==> config.mk <==
export PLATFORM = sky130hd
export DESIGN_NAME = touch_i2c_port
export DESIGN_NICKNAME = d
export VERILOG_FILES = /design/src/touch_i2c_pkg.sv /design/src/touch_i2c_port.sv /design/src/crc8_step.sv
export SDC_FILE = /design/constraint.sdc
export NUM_CORES = 1
export LEC_CHECK = 0
export BUFFER_PORTS_ARGS = -buffer_cell sky130_fd_sc_hd__buf_2
export CAP_MARGIN = 0
export CORE_MARGIN = 2
export CORE_UTILIZATION = 50
export CTS_CLUSTER_DIAMETER = 150
export DETAILED_ROUTE_END_ITERATION = 8
export PLACE_DENSITY = 0.73
export SLEW_MARGIN = 10
export SYNTH_ARGS = -nofsm -noshare
export SYNTH_HDL_FRONTEND = slang
export SYNTH_SLANG_ARGS = --single-unit
==> constraint.sdc <==
create_clock -name i_sys_clk -period 5.5 [get_ports i_sys_clk]
set_input_delay 1.1 -clock i_sys_clk [delete_from_list [all_inputs] [get_ports i_sys_clk]]
set_output_delay 1.1 -clock i_sys_clk [all_outputs]
set_load 0.1 [all_outputs]
==> src/touch_i2c_pkg.sv <==
// Constants, types and layout shared by the touch host message port.
// How it works
// RULE1: Checksummed write ends with CRC over address+data.
// RULE2: Data is stored even when CRC mismatches.
// RULE3: Address top bit requests checksum; stripped off.
// RULE4: Host sets pointer by write, then reads.
// RULE5: Pointer restored to start on NACK/STOP.
// RULE6: Pointer advances after every byte read.
// RULE7: Message reads reload pointer to message object.
// RULE8: Host reads at least one byte per read.
// RULE9: Message read: report id, data, optional CRC.
// RULE10: Host requests per-message CRC via pointer top bit.
// RULE11: Host reads count byte, then count messages.
// RULE12: No START/STOP between messages in continuous read.
// RULE13: Final NACK/STOP returns pointer to count object.
// RULE14: Pending line is active-low open-drain message flag.
// RULE15: Host uses pending line, never polls.
// RULE16: Edge mode: release after first report id acked.
// RULE17: Edge mode: STOP re-asserts line if messages remain.
// RULE18: Report id 255 returned when no message remains.
// RULE19: Level mode: release after last report id acked.
// RULE20: Host samples pending line only between messages.
// RULE21: Config selects line mode and can force it.
// RULE22: SDA and SCL only driven low or released.
// RULE23: CRC mismatch on write raises comms fault.
// RULE24: Bus address 0x4A or 0x4B from strap pin.
// RULE25: CRC polynomial and start value are parameters.
package touch_i2c_pkg;

  localparam logic [6:0]  BUS_ADDR_LO  = 7'h4A;
  localparam logic [6:0]  BUS_ADDR_HI  = 7'h4B;
  localparam logic [7:0]  CRC_POLY_DEF = 8'h07;
  localparam logic [7:0]  CRC_INIT_DEF = 8'h00;
  localparam logic [7:0]  INVALID_ID   = 8'hFF;
  localparam logic [14:0] CNT_ADDR_DEF = 15'h00FF;
  localparam logic [14:0] MSG_ADDR_DEF = 15'h0100;
  localparam logic [14:0] MSG_LEN_DEF  = 15'h000A;
  localparam logic [14:0] PTR_RST      = 15'h0000;
  localparam logic [14:0] PTR_STEP     = 15'h0001;
  localparam logic [3:0]  BYTE_BITS    = 4'h8;
  localparam logic [3:0]  LAST_TX_BIT  = 4'h7;
  localparam logic [1:0]  WCNT_LO      = 2'h0;
  localparam logic [1:0]  WCNT_HI      = 2'h1;
  localparam logic [1:0]  WCNT_DATA    = 2'h2;

  typedef enum logic [2:0] {
    ST_IDLE   = 3'h0,
    ST_ADDR   = 3'h1,
    ST_ACK    = 3'h3,
    ST_WR     = 3'h2,
    ST_RD     = 3'h6,
    ST_RD_ACK = 3'h7
  } state_e;

  typedef struct packed {
    logic        we;
    logic [14:0] addr;
    logic [7:0]  data;
  } mem_req_s;

  typedef struct packed {
    logic force_en;
    logic force_low;
    logic level_mode;
  } chg_cfg_s;

endpackage : touch_i2c_pkg

==> src/touch_i2c_port.sv <==
// I2C target port with message pointer, checksums and pending line.
`timescale 1ns/1ps
module touch_i2c_port #(
  parameter logic [14:0] MSG_ADDR = touch_i2c_pkg::MSG_ADDR_DEF,
  parameter logic [14:0] CNT_ADDR = touch_i2c_pkg::CNT_ADDR_DEF,
  parameter logic [14:0] MSG_LEN  = touch_i2c_pkg::MSG_LEN_DEF,
  parameter logic [7:0]  CRC_POLY = touch_i2c_pkg::CRC_POLY_DEF,
  parameter logic [7:0]  CRC_INIT = touch_i2c_pkg::CRC_INIT_DEF
) (
  input  wire logic                    i_sys_clk,          // 100 MHz
  input  wire logic                    i_rst_n,            // Async reset
  input  wire logic                    i_scl,              // SCL level
  input  wire logic                    i_sda,              // SDA level
  input  wire logic                    i_addr_select_pin,  // Address strap
  input  wire touch_i2c_pkg::chg_cfg_s i_comms_cfg,        // Line config
  input  wire logic [7:0]              i_msg_count,        // Pending msgs
  input  wire logic [7:0]              i_mem_rdata,        // Read data
  output logic                         o_scl_o,            // SCL drive value
  output logic                         o_scl_oe,           // SCL drive en
  output logic                         o_sda_o,            // SDA drive value
  output logic                         o_sda_oe,           // SDA drive en
  output logic                         o_msg_pending_n_o,  // Line value
  output logic                         o_msg_pending_n_oe, // Line pull low
  output logic [14:0]                  o_mem_raddr,        // Read address
  output touch_i2c_pkg::mem_req_s      o_mem,              // Write request
  output logic                         o_msg_pop,          // Msg consumed
  output logic                         o_comms_crc_fault   // Bad write CRC
);

  // Pin synchronisers; the third stage only feeds edge detection.
  logic scl_s1_q, scl_s2_q, scl_s3_q;
  logic sda_s1_q, sda_s2_q, sda_s3_q;
  logic sel_s1_q, sel_s2_q;
  always_ff @(posedge i_sys_clk or negedge i_rst_n) begin
    if (!i_rst_n) begin
      {scl_s1_q, scl_s2_q, scl_s3_q} <= 3'h7;
      {sda_s1_q, sda_s2_q, sda_s3_q} <= 3'h7;
      {sel_s1_q, sel_s2_q}           <= 2'h0;
    end else begin
      {scl_s1_q, scl_s2_q, scl_s3_q} <= {i_scl, scl_s1_q, scl_s2_q};
      {sda_s1_q, sda_s2_q, sda_s3_q} <= {i_sda, sda_s1_q, sda_s2_q};
      {sel_s1_q, sel_s2_q}           <= {i_addr_select_pin, sel_s1_q};
    end
  end

  logic scl_rise_c, scl_fall_c, start_c, stop_c;
  assign scl_rise_c = scl_s2_q & ~scl_s3_q;
  assign scl_fall_c = ~scl_s2_q & scl_s3_q;
  assign start_c    = scl_s2_q & scl_s3_q & sda_s3_q & ~sda_s2_q;
  assign stop_c     = scl_s2_q & scl_s3_q & ~sda_s3_q & sda_s2_q;

  // The strap is caught once, after the synchroniser has filled; taking
  // it earlier would latch the synchroniser's reset value, not the pin.
  logic [1:0] strap_cnt_q, strap_cnt_d;
  logic       strap_sel_q, strap_sel_d;
  always_comb begin
    strap_cnt_d = strap_cnt_q;
    strap_sel_d = strap_sel_q;
    if (strap_cnt_q != 2'h3) begin
      strap_cnt_d = strap_cnt_q + 2'h1;
    end
    if (strap_cnt_q == 2'h2) begin
      strap_sel_d = sel_s2_q;  // [RULE24]
    end
  end
  always_ff @(posedge i_sys_clk or negedge i_rst_n) begin
    if (!i_rst_n) begin
      strap_cnt_q <= 2'h0;
      strap_sel_q <= 1'b0;
    end else begin
      strap_cnt_q <= strap_cnt_d;
      strap_sel_q <= strap_sel_d;
    end
  end

  logic [6:0] my_addr;
  assign my_addr = strap_sel_q ? touch_i2c_pkg::BUS_ADDR_HI
                               : touch_i2c_pkg::BUS_ADDR_LO;  // [RULE24]

  // Transfer state.
  touch_i2c_pkg::state_e st_q, st_d;
  touch_i2c_pkg::mem_req_s mem_q, mem_d;
  logic [3:0]  bit_q, bit_d;
  logic [7:0]  sh_q, sh_d, txb_q, txb_d, hold_q, hold_d;
  logic [7:0]  wcrc_q, wcrc_d, wprev_q, wprev_d, rcrc_q, rcrc_d;
  logic [1:0]  wcnt_q, wcnt_d;
  logic [14:0] ptr_q, ptr_d, wptr_q, wptr_d;
  logic        rw_q, rw_d, oe_q, oe_d, pcrc_q, pcrc_d, hv_q, hv_d;
  logic        rel_q, rel_d, pop_q, pop_d, fault_q, fault_d;

  logic [14:0] msg_end, msg_last;
  logic [7:0]  wcrc_in, wcrc_out, rcrc_in, rcrc_out, tx_pick;
  logic        byte_in, ack_rise, have_msg;
  assign msg_end  = MSG_ADDR + MSG_LEN;
  assign msg_last = pcrc_q ? msg_end : msg_end - touch_i2c_pkg::PTR_STEP;
  assign have_msg = (i_msg_count != 8'h00);
  assign byte_in  = (st_q == touch_i2c_pkg::ST_WR) && scl_fall_c
                    && (bit_q == touch_i2c_pkg::BYTE_BITS);
  assign ack_rise = (st_q == touch_i2c_pkg::ST_RD_ACK) && scl_rise_c;
  // Write CRC over everything after the bus address byte; read CRC restarts at MSG_ADDR.
  assign wcrc_in  = (wcnt_q == touch_i2c_pkg::WCNT_LO) ? CRC_INIT : wcrc_q;
  assign rcrc_in  = (wptr_q == MSG_ADDR) ? CRC_INIT : rcrc_q;

  crc8_step #(.POLY(CRC_POLY)) u_wcrc (
    .i_crc  (wcrc_in),
    .i_byte (sh_q),
    .o_crc  (wcrc_out)
  );
  crc8_step #(.POLY(CRC_POLY)) u_rcrc (
    .i_crc  (rcrc_in),
    .i_byte (txb_q),
    .o_crc  (rcrc_out)
  );

  // Byte to send: message CRC slot, invalid id, or memory data.
  always_comb begin
    if (pcrc_q && wptr_q == msg_end) begin
      tx_pick = rcrc_q;  // [RULE9]
    end else if (wptr_q == MSG_ADDR && !have_msg) begin
      tx_pick = touch_i2c_pkg::INVALID_ID;  // [RULE18]
    end else begin
      tx_pick = i_mem_rdata;
    end
  end

  always_comb begin
    st_d = st_q; bit_d = bit_q; sh_d = sh_q; txb_d = txb_q;
    hold_d = hold_q; hv_d = hv_q; wcnt_d = wcnt_q; rw_d = rw_q;
    oe_d = oe_q; ptr_d = ptr_q; pcrc_d = pcrc_q; wptr_d = wptr_q;
    wcrc_d = wcrc_q; wprev_d = wprev_q; rcrc_d = rcrc_q; rel_d = rel_q;
    mem_d = mem_q;
    mem_d.we = 1'b0;
    pop_d = 1'b0;
    fault_d = 1'b0;
    if (start_c || stop_c) begin
      // The last byte held back is the CRC in checksum mode.
      if (hv_q) begin
        if (pcrc_q) begin
          fault_d = (hold_q != wprev_q);  // [RULE1] [RULE23]
        end else begin
          mem_d = '{we: 1'b1, addr: wptr_q, data: hold_q};
        end
      end
      hv_d   = 1'b0;
      wptr_d = ptr_q;  // [RULE5] [RULE13]
      oe_d   = 1'b0;
      bit_d  = 4'h0;
      wcnt_d = touch_i2c_pkg::WCNT_LO;
      if (stop_c) begin
        rel_d = 1'b0;  // [RULE17]
      end
      st_d = start_c ? touch_i2c_pkg::ST_ADDR : touch_i2c_pkg::ST_IDLE;
    end else begin
      case (st_q)
        touch_i2c_pkg::ST_ADDR, touch_i2c_pkg::ST_WR: begin
          if (scl_rise_c) begin
            sh_d  = {sh_q[6:0], sda_s2_q};
            bit_d = bit_q + 4'h1;
          end
          if (scl_fall_c && bit_q == touch_i2c_pkg::BYTE_BITS) begin
            bit_d = 4'h0;
            oe_d  = 1'b1;
            st_d  = touch_i2c_pkg::ST_ACK;
            if (st_q == touch_i2c_pkg::ST_ADDR) begin
              if (sh_q[7:1] == my_addr) begin
                rw_d   = sh_q[0];
                wptr_d = ptr_q;
              end else begin
                oe_d = 1'b0;
                st_d = touch_i2c_pkg::ST_IDLE;
              end
            end else begin
              wprev_d = wcrc_in;
              wcrc_d  = wcrc_out;
              case (wcnt_q)
                touch_i2c_pkg::WCNT_LO: begin
                  ptr_d[7:0] = sh_q;
                  wcnt_d     = touch_i2c_pkg::WCNT_HI;
                end
                touch_i2c_pkg::WCNT_HI: begin
                  ptr_d[14:8] = sh_q[6:0];  // [RULE3]
                  pcrc_d      = sh_q[7];  // [RULE3]
                  wptr_d      = {sh_q[6:0], ptr_q[7:0]};
                  wcnt_d      = touch_i2c_pkg::WCNT_DATA;
                end
                default: begin
                  // Stored regardless of how the CRC turns out.
                  if (hv_q) begin
                    // [RULE2]
                    mem_d  = '{we: 1'b1, addr: wptr_q, data: hold_q};
                    wptr_d = wptr_q + touch_i2c_pkg::PTR_STEP;
                  end
                  hold_d = sh_q;
                  hv_d   = 1'b1;
                end
              endcase
            end
          end
        end
        touch_i2c_pkg::ST_ACK: begin
          if (scl_fall_c) begin
            bit_d = 4'h0;
            if (rw_q) begin
              txb_d = tx_pick;
              sh_d  = tx_pick;
              oe_d  = ~tx_pick[7];  // [RULE22]
              st_d  = touch_i2c_pkg::ST_RD;
            end else begin
              oe_d = 1'b0;
              st_d = touch_i2c_pkg::ST_WR;
            end
          end
        end
        touch_i2c_pkg::ST_RD: begin
          if (scl_fall_c) begin
            if (bit_q == touch_i2c_pkg::LAST_TX_BIT) begin
              oe_d = 1'b0;
              st_d = touch_i2c_pkg::ST_RD_ACK;
            end else begin
              sh_d  = {sh_q[6:0], 1'b0};
              oe_d  = ~sh_q[6];  // [RULE22]
              bit_d = bit_q + 4'h1;
            end
          end
        end
        touch_i2c_pkg::ST_RD_ACK: begin
          if (scl_rise_c) begin
            rcrc_d = rcrc_out;  // [RULE9]
            if (wptr_q == msg_last && have_msg) begin
              pop_d = 1'b1;
            end
            if (sda_s2_q) begin
              wptr_d = ptr_q;  // [RULE5] [RULE13]
              st_d   = touch_i2c_pkg::ST_IDLE;
            end else begin
              if (wptr_q == MSG_ADDR && have_msg
                  && (!i_comms_cfg.level_mode
                      || i_msg_count == 8'h01)) begin
                rel_d = 1'b1;  // [RULE16] [RULE19]
              end
              if (wptr_q == CNT_ADDR || wptr_q == msg_last) begin
                wptr_d = MSG_ADDR;  // [RULE7]
              end else begin
                wptr_d = wptr_q + touch_i2c_pkg::PTR_STEP;  // [RULE6]
              end
              st_d = touch_i2c_pkg::ST_ACK;
            end
          end
        end
        default: begin
          oe_d = 1'b0;
        end
      endcase
    end
  end

  always_ff @(posedge i_sys_clk or negedge i_rst_n) begin
    if (!i_rst_n) begin
      st_q    <= touch_i2c_pkg::ST_IDLE;
      bit_q   <= 4'h0;
      sh_q    <= 8'h00;
      txb_q   <= 8'h00;
      hold_q  <= 8'h00;
      hv_q    <= 1'b0;
      wcnt_q  <= touch_i2c_pkg::WCNT_LO;
      rw_q    <= 1'b0;
      oe_q    <= 1'b0;
      ptr_q   <= touch_i2c_pkg::PTR_RST;
      pcrc_q  <= 1'b0;
      wptr_q  <= touch_i2c_pkg::PTR_RST;
      wcrc_q  <= 8'h00;
      wprev_q <= 8'h00;
      rcrc_q  <= 8'h00;
      rel_q   <= 1'b0;
      mem_q   <= '0;
      pop_q   <= 1'b0;
      fault_q <= 1'b0;
    end else begin
      st_q    <= st_d;
      bit_q   <= bit_d;
      sh_q    <= sh_d;
      txb_q   <= txb_d;
      hold_q  <= hold_d;
      hv_q    <= hv_d;
      wcnt_q  <= wcnt_d;
      rw_q    <= rw_d;
      oe_q    <= oe_d;
      ptr_q   <= ptr_d;
      pcrc_q  <= pcrc_d;
      wptr_q  <= wptr_d;
      wcrc_q  <= wcrc_d;
      wprev_q <= wprev_d;
      rcrc_q  <= rcrc_d;
      rel_q   <= rel_d;
      mem_q   <= mem_d;
      pop_q   <= pop_d;
      fault_q <= fault_d;
    end
  end

  // Pending line: forced by config, else messages waiting and not released.
  logic chg_low_q, chg_low_d;
  always_comb begin
    if (i_comms_cfg.force_en) begin
      chg_low_d = i_comms_cfg.force_low;  // [RULE21]
    end else begin
      chg_low_d = have_msg && !rel_q;  // [RULE14] [RULE16] [RULE17]
    end
  end
  always_ff @(posedge i_sys_clk or negedge i_rst_n) begin
    if (!i_rst_n) begin
      chg_low_q <= 1'b0;
    end else begin
      chg_low_q <= chg_low_d;
    end
  end

  // No clock stretching, so SCL is never pulled.
  assign o_scl_o            = 1'b0;  // [RULE22]
  assign o_scl_oe           = 1'b0;
  assign o_sda_o            = 1'b0;
  assign o_sda_oe           = oe_q;
  assign o_msg_pending_n_o  = 1'b0;
  assign o_msg_pending_n_oe = chg_low_q;
  assign o_mem_raddr        = wptr_q;
  assign o_mem              = mem_q;
  assign o_msg_pop          = pop_q;
  assign o_comms_crc_fault  = fault_q;
endmodule : touch_i2c_port

==> src/crc8_step.sv <==
// One-byte step of a parameterised CRC-8, MSB first.
`timescale 1ns/1ps
module crc8_step #(
  parameter logic [7:0] POLY = touch_i2c_pkg::CRC_POLY_DEF
) (
  input  wire logic [7:0] i_crc,   // CRC before the byte
  input  wire logic [7:0] i_byte,  // Byte to fold in
  output logic      [7:0] o_crc    // CRC after the byte
);
  always_comb begin
    logic [7:0] c;
    c = i_crc ^ i_byte;
    for (int i = 0; i < 8; i++) begin
      c = c[7] ? ((c << 1) ^ POLY) : (c << 1);  // [RULE25]
    end
    o_crc = c;
  end
endmodule : crc8_step

After elaboration in Yosys (flattened, before gate mapping)
Cells that the tools add are included.

Flip-flop bits (word level): 130. Input port bits: 24. Output and inout bits: 47. Word-level logic and storage cells: 251.

Add/subtract/negate cells: 3. Eq/ne operators: 40. Mux-type cells: 98. Bitwise operators: 34. Reduce and logical (&&, ||, !) cells: 43.

Operators with widths (number): two-way mux 24 bit (8); two-way mux 15 bit (8); two-way mux 8 bit (9); two-way mux 3 bit (23); case mux 15 bit (2 select lines) (2); NOT 3 bit (16); == test 15 x 9 -> 1 bit, second input constant (2); AND reduction 5 bit (6); two-way mux 1 bit (29); two-way mux 4 bit (6); case mux 8 bit (3 select lines) (1); inequality test 2 bit, second input constant (10); AND reduction 4 bit (5); two-way mux 2 bit (8); inequality test 4 bit, second input constant (4); XOR 8 bit (2); adder 15 x 1 -> 15 bit, second input constant (1); == test 15 x 8 -> 1 bit, second input constant (1); == test 15 x 9 -> 1 bit (1); inequality test 3 bit, second input constant (5); AND reduction 7 bit (2); case mux 3 bit (4 select lines) (1); case mux 4 bit (3 select lines) (1); AND reduction 6 bit (2); other kinds (30) (65).

Depth between registers and ports, before layout
Word-level depth: 19. Depth in mapped cells: 10. Gate-level depth less buffers: 8.

By module
Synthesis repeated with hierarchy kept, for this count alone.

Cell total of the unflattened synthesis: 704. Area total of the unflattened synthesis: 7045.5 um2.

Modules (own cells, without submodules): touch_i2c_port (times used 1, cells each 664, area each 6620.1 um2); crc8_step (times used 2, cells each 20, area each 212.7 um2).

Worst setup path after synthesis
OpenSTA, ideal clock, no wires.

Path kind: register -> register. From: reg wptr_q[1], in the netlist o_mem_raddr[1]. To: reg wptr_q[7], in the netlist o_mem_raddr[7]. Library setup time: 0.121 ns. Arrival: 2.693 ns. Setup slack: 2.686 ns. Cell stages (with the launch flop): 8. Period minus slack after synthesis: 2.814 ns. Cells stage by stage: dfrtp_1 ha_1 nand4_2 or3_1 o211a_1 o21bai_4 a21o_1 a22o_1.

Word-level cells in the longest chain between the ends: 7. Elaborated cells between the ends (all ways): 13. Those cells by class: 1 x add/sub; 2 x eq/ne; 9 x mux; 1 x reduce/logical.

RTL lines: start: declaration (RTL line touch_i2c_port.sv:87) `logic [14:0] ptr_q, ptr_d, wptr_q, wptr_d;`; start signal: assignment (RTL line touch_i2c_port.sv:270) `wptr_q <= touch_i2c_pkg::PTR_RST;`; start signal: assignment (RTL line touch_i2c_port.sv:290) `wptr_q <= wptr_d;`; adder 15 x 1 -> 15 bit, or another cell as far along (RTL line touch_i2c_port.sv:191, touch_i2c_port.sv:244); two-way mux 15 bit or logical OR 1 bit (tied branches) (RTL line touch_i2c_port.sv:188, touch_i2c_port.sv:241); case mux 15 bit (2 select lines) or two-way mux 15 bit (tied branches) (RTL line touch_i2c_port.sv:175, touch_i2c_port.sv:241); two-way mux 15 bit (on tied branches) (RTL line touch_i2c_port.sv:164, touch_i2c_port.sv:232); two-way mux 15 bit (on tied branches) (RTL line touch_i2c_port.sv:160, touch_i2c_port.sv:227); case mux 15 bit (2 select lines) * (RTL line touch_i2c_port.sv:154) `case (st_q)`; two-way mux 15 bit * (RTL line touch_i2c_port.sv:135) `if (start_c || stop_c) begin`.

Mark *: on every way between the ends. The rest lies on a longest branch, timed or not. The select of a mux whose other input is x is not followed. A chain may end at the register's enable or synchronous reset.

Worst setup path in the final report
From: reg st_q[0]. To: reg txb_q[0].

Word-level cells in the longest chain between the ends: 2.

RTL lines: start: declaration (RTL line touch_i2c_port.sv:81) `touch_i2c_pkg::state_e st_q, st_d;`; start signal: assignment (RTL line touch_i2c_port.sv:259) `st_q <= touch_i2c_pkg::ST_IDLE;`; start signal: assignment (RTL line touch_i2c_port.sv:279) `st_q <= st_d;`; == test 3 x 2 -> 1 bit (RTL line touch_i2c_port.sv:154); AND reduction 4 bit (no line); end signal: assignment (RTL line touch_i2c_port.sv:282) `txb_q <= txb_d;`; end: declaration (RTL line touch_i2c_port.sv:84) `logic [7:0] sh_q, sh_d, txb_q, txb_d, hold_q, hold_d;`.

Every way passes these cells.

==> results <==
- The number of H-tree levels is 4.
- The count of cells in the finished layout, fillers not included, comes to 1016.
- The design internal power is about 2400 µW.
- Sequential cells were found to cover between 40 and 50% of the synthesized design area.
- The total wire length after detailed routing is between 15 and 20 mm.
- The via count of the first global-routing pass is 5891.
- The final count of negative-setup-slack endpoints is 0.
- The final period utilization is approximately half.
- During synthesis, Yosys emitted a total of 0 warnings.
- The kind of cell with the highest combined delay along the critical path is simple AND/OR/NAND/NOR gates.
- Dividing the detail-routed wire length by the instance count gives 18.2 µm.
- The worst path meets setup with roughly 2700 ps of slack.
- Counting flops with an async set or reset pin after synthesis yields a share of 100%.
- The post-place setup slack is 2510 ps.
- The type of origin of the critical path is a flip-flop.
- Synthesis produced a little under 800 cells.
- The most used flip-flop cell after synthesis is sky130_fd_sc_hd__dfrtp_1.
- The clock tree from TritonCTS is built.
- The detailed router placed approximately 6000 vias in this run.
- The initial antenna violation count is 0.
- The post-route setup TNS is 0 ps.
- From left edge to right edge, the die measures about 130 µm.
- The number of flip-flops and latches in the synthesized netlist is 130.
- Counting flops with a built-in enable in the synthesized netlist gives 0.
- The count of input and output buffers is 66.
- The number of buffers inserted by post-CTS setup repair is 0.
- In this run the deepest clock path goes through 2 buffers.
- The top-level I/O count is roughly 70.
- 0 antenna diodes ended up in the layout.
- The cell with the biggest individual delay on the critical path is sky130_fd_sc_hd__nor2_1.
- The post-CTS resize count is 0.
- The pre-antenna-repair detailed-routing pass consisted of 5 iterations.
- The area growth from synthesis to final layout is 12.9%.
- Of the total power, the clock network draws between 20% and 30%.
- Walking the worst path, the cells encountered are inv_1 -> nor2_1 -> nand3_1 -> nand2_1 -> o21ai_0.
- In this run the remaining antenna-violating nets after routing total 0.
- The starting density of the core is between 50% and 60%.
- The most common cell after layout, fill and taps aside is sky130_fd_sc_hd__dfrtp_1.
- The standard cell core area is roughly 0.015 mm².
- Derived from the worst setup path, the maximum achievable clock frequency is around 360 MHz.
- Summing every instance area after synthesis gives 0.00743 mm².
- Using the TritonRoute via totals, the vias-per-cell ratio works out to slightly above 6.
- Leaving out fill and tap cells, the most frequent cells in the layout are sky130_fd_sc_hd__dfrtp_1 (124), sky130_fd_sc_hd__nand2_1 (99), sky130_fd_sc_hd__buf_2 (65).
- The leakage dissipation is 0.00390 µW.
- The first global-routing pass estimated between 30 and 40 mm of wire.
- The total global-route track usage is 24.4%.
- Combinational cells account for roughly 36% of the total power.
- After detailed placement, the design holds a cell count of approximately 1000.
- Together, buffers and inverters on the worst path number 1.
- The average instance in the mapped netlist occupies between 9 and 10 µm².
- The die area is between 0.015 and 0.02 mm².
- The maximum clock skew at final layout is 8.96 ps.
- In this run switching power makes up 42.4% of total power.
- The capturing element type of the critical path is a flip-flop.
- The aggregate global routing overflow is 0.
- The clock reaches the later pin of the worst-skew pair after about 420 ps.
- In this design, the stage delay of the slowest critical-path cell is 700 ps.
- The max-slew violation count came to 0.
- The headroom to the max-slew limit is 20.9%.
- The number of DRC markers after the initial detailed-route iteration is 511.
- The run finished with clean final reports.
- The share of final-layout standard cells stronger than drive strength 1 is between 20% and 30%.
- The peak supply drop is 0.000276 V.
- The switching component of the power is between 1500 and 2000 µW.
- The biggest fanout along the worst timing path is 18.
- For the pin with the worst max-slew slack, the measured transition is between 1000 and 1500 ps.
- The final net count is 852.
- The number of hold buffers added after cts is 0.
- The critical path start-end classification is reg -> reg.
- Setup repair after global routing left no endpoint under its margin.
- The number of distinct library cells after synthesis is a little over 80.
- The arrival time of the worst setup path is approximately 3100 ps.
- The floorplan row count is 44.
- The remaining design rule violation count is 0.
- The power per cell area is approximately 490 mW/mm².
- The root buffer cell chosen for the clock tree is sky130_fd_sc_hd__clkbuf_16.
- The fraction of power consumed by sequential logic is 34.2%.
- The clock-pin transition on the worst setup and hold timing paths is roughly 60 ps.
- The final period demand of the worst path is about 2800 ps.
- The tool flagged a number of max-cap violations equal to 0.
- For this design, the sink count on the clock tree is 130.
- The pin count of the biggest net entering global routing is slightly above 90.
- The floorplan step set the die height to roughly 130 µm.
- The tightest min-delay check is of the reg -> reg type.
- The number of hold-slack violations in the final timing report is 0.
- STA puts the critical path data required time at between 5000 and 6000 ps.
- The placed wire-length estimate after detailed placement is 12.3 mm.
- The final weighted congestion of routability-driven global placement is around 0.86.
- In this run, CTS created clock tree buffers numbering 17.
## worst register-to-register path, cell delays in order (launching register included)
cell,delay (ps)
sky130_fd_sc_hd__dfrtp_1,640
sky130_fd_sc_hd__inv_1,280
sky130_fd_sc_hd__nor2_1,710
sky130_fd_sc_hd__nand3_1,680
sky130_fd_sc_hd__nand2_1,240
sky130_fd_sc_hd__o21ai_0,110
## routing by layer
layer,global-route usage (%),vias up,wire (µm)
met5,0,-,0
met4,8.66,0,473
met3,6.03,44,1240
met2,37.5,238,8540
met1,33.9,2994,8190
li1,-,2880,-
## cell families (layout without fill, tap and decap cells)
kind of cell               Yosys count  in the layout  synth area share [%]
other                                1              4                0.0504
buffers and inverters               75            122                  4.78
DFF                                130            130                  43.9
muxes                               39             39                  5.84
adders and majority gates            9              9                  1.51
AOI/OAI and AO/OA                  207            207                  18.8
xor gates and xnor gates            62             62                  7.59
and+or+nand+nor                    259            259                  17.6
## registers in the layout, summed over array words and instances, names as in the netlist, 2 cells and up
signal       cells
strap_cnt_q      2
wprev_q          8
rcrc_q           8
wcnt_q           2
st_q             3
hold_q           8
o_mem_raddr     15
o_mem           24
sh_q             8
txb_q            8
ptr_q           15
bit_q            4
wcrc_q           8
## metrics by stage
stage	hold WS, ps	util, %	area, µm²	power (µW)
CTS	356	57.7	8390	4140
floorplan	331	-	7440	2580
finish	354	57.7	8390	4140
global placement	334	53.3	7750	2880
detailed placement	346	53.3	7750	2900
global route	359	57.7	8390	4370
## final timing paths
| kind | start | endpoint | slack (ps) | cells after the start |
|---|---|---|---|---|
| setup / recovery | st_q[0] | txb_q[0] | 2700 | 5 |
| hold / removal | sel_s1_q | sel_s2_q | 350 | 0 |
| setup reg to reg | st_q[0] | txb_q[0] | 2700 | 5 |
| hold reg to reg | sel_s1_q | sel_s2_q | 350 | 0 |
| max in group asynchronous | i_rst_n | scl_s2_q | 3690 | 2 |
| min in group asynchronous | i_rst_n | o_mem[19] | 770 | 1 |
## layout make-up
type | count | area, µm²
inverters | 22 | 82.6
fillers | 1298 | 6140
well taps | 184 | 230
clock buffers | 20 | 457
multi-input cells | 580 | 3830
clock inverters | 12 | 180
flip-flops and latches | 130 | 3260
repair buffers | 68 | 352
## power by group through the flow
stage / Combinational [µW] / Clock, µW / Sequential, µW
after floorplan: 1040 / 0 / 1540
after global placement: 1460 / 0 / 1420
after detailed placement: 1490 / 0 / 1420
after CTS: 1500 / 1230 / 1410
after global routing: 1660 / 1280 / 1440
final: 1510 / 1220 / 1420
## synth_stat cells, types with 17 or more instances
cell type / n / area share [%]
sky130_fd_sc_hd__dfrtp_1: 124 / 42
sky130_fd_sc_hd__nand2_1: 99 / 5.0
sky130_fd_sc_hd__o21ai_0: 63 / 4.2
sky130_fd_sc_hd__nor2_1: 44 / 2.2
sky130_fd_sc_hd__mux2_2: 35 / 5.3
sky130_fd_sc_hd__xnor2_1: 33 / 3.9
sky130_fd_sc_hd__a21oi_1: 30 / 2.0
sky130_fd_sc_hd__xor2_1: 27 / 3.2
sky130_fd_sc_hd__clkbuf_1: 22 / 1.1
sky130_fd_sc_hd__inv_1: 22 / 1.1
sky130_fd_sc_hd__buf_2: 18 / 1.2
sky130_fd_sc_hd__o22ai_1: 18 / 1.5
sky130_fd_sc_hd__nand3_1: 17 / 1.1
Note: power is estimated with default switching activity, not from simulation.
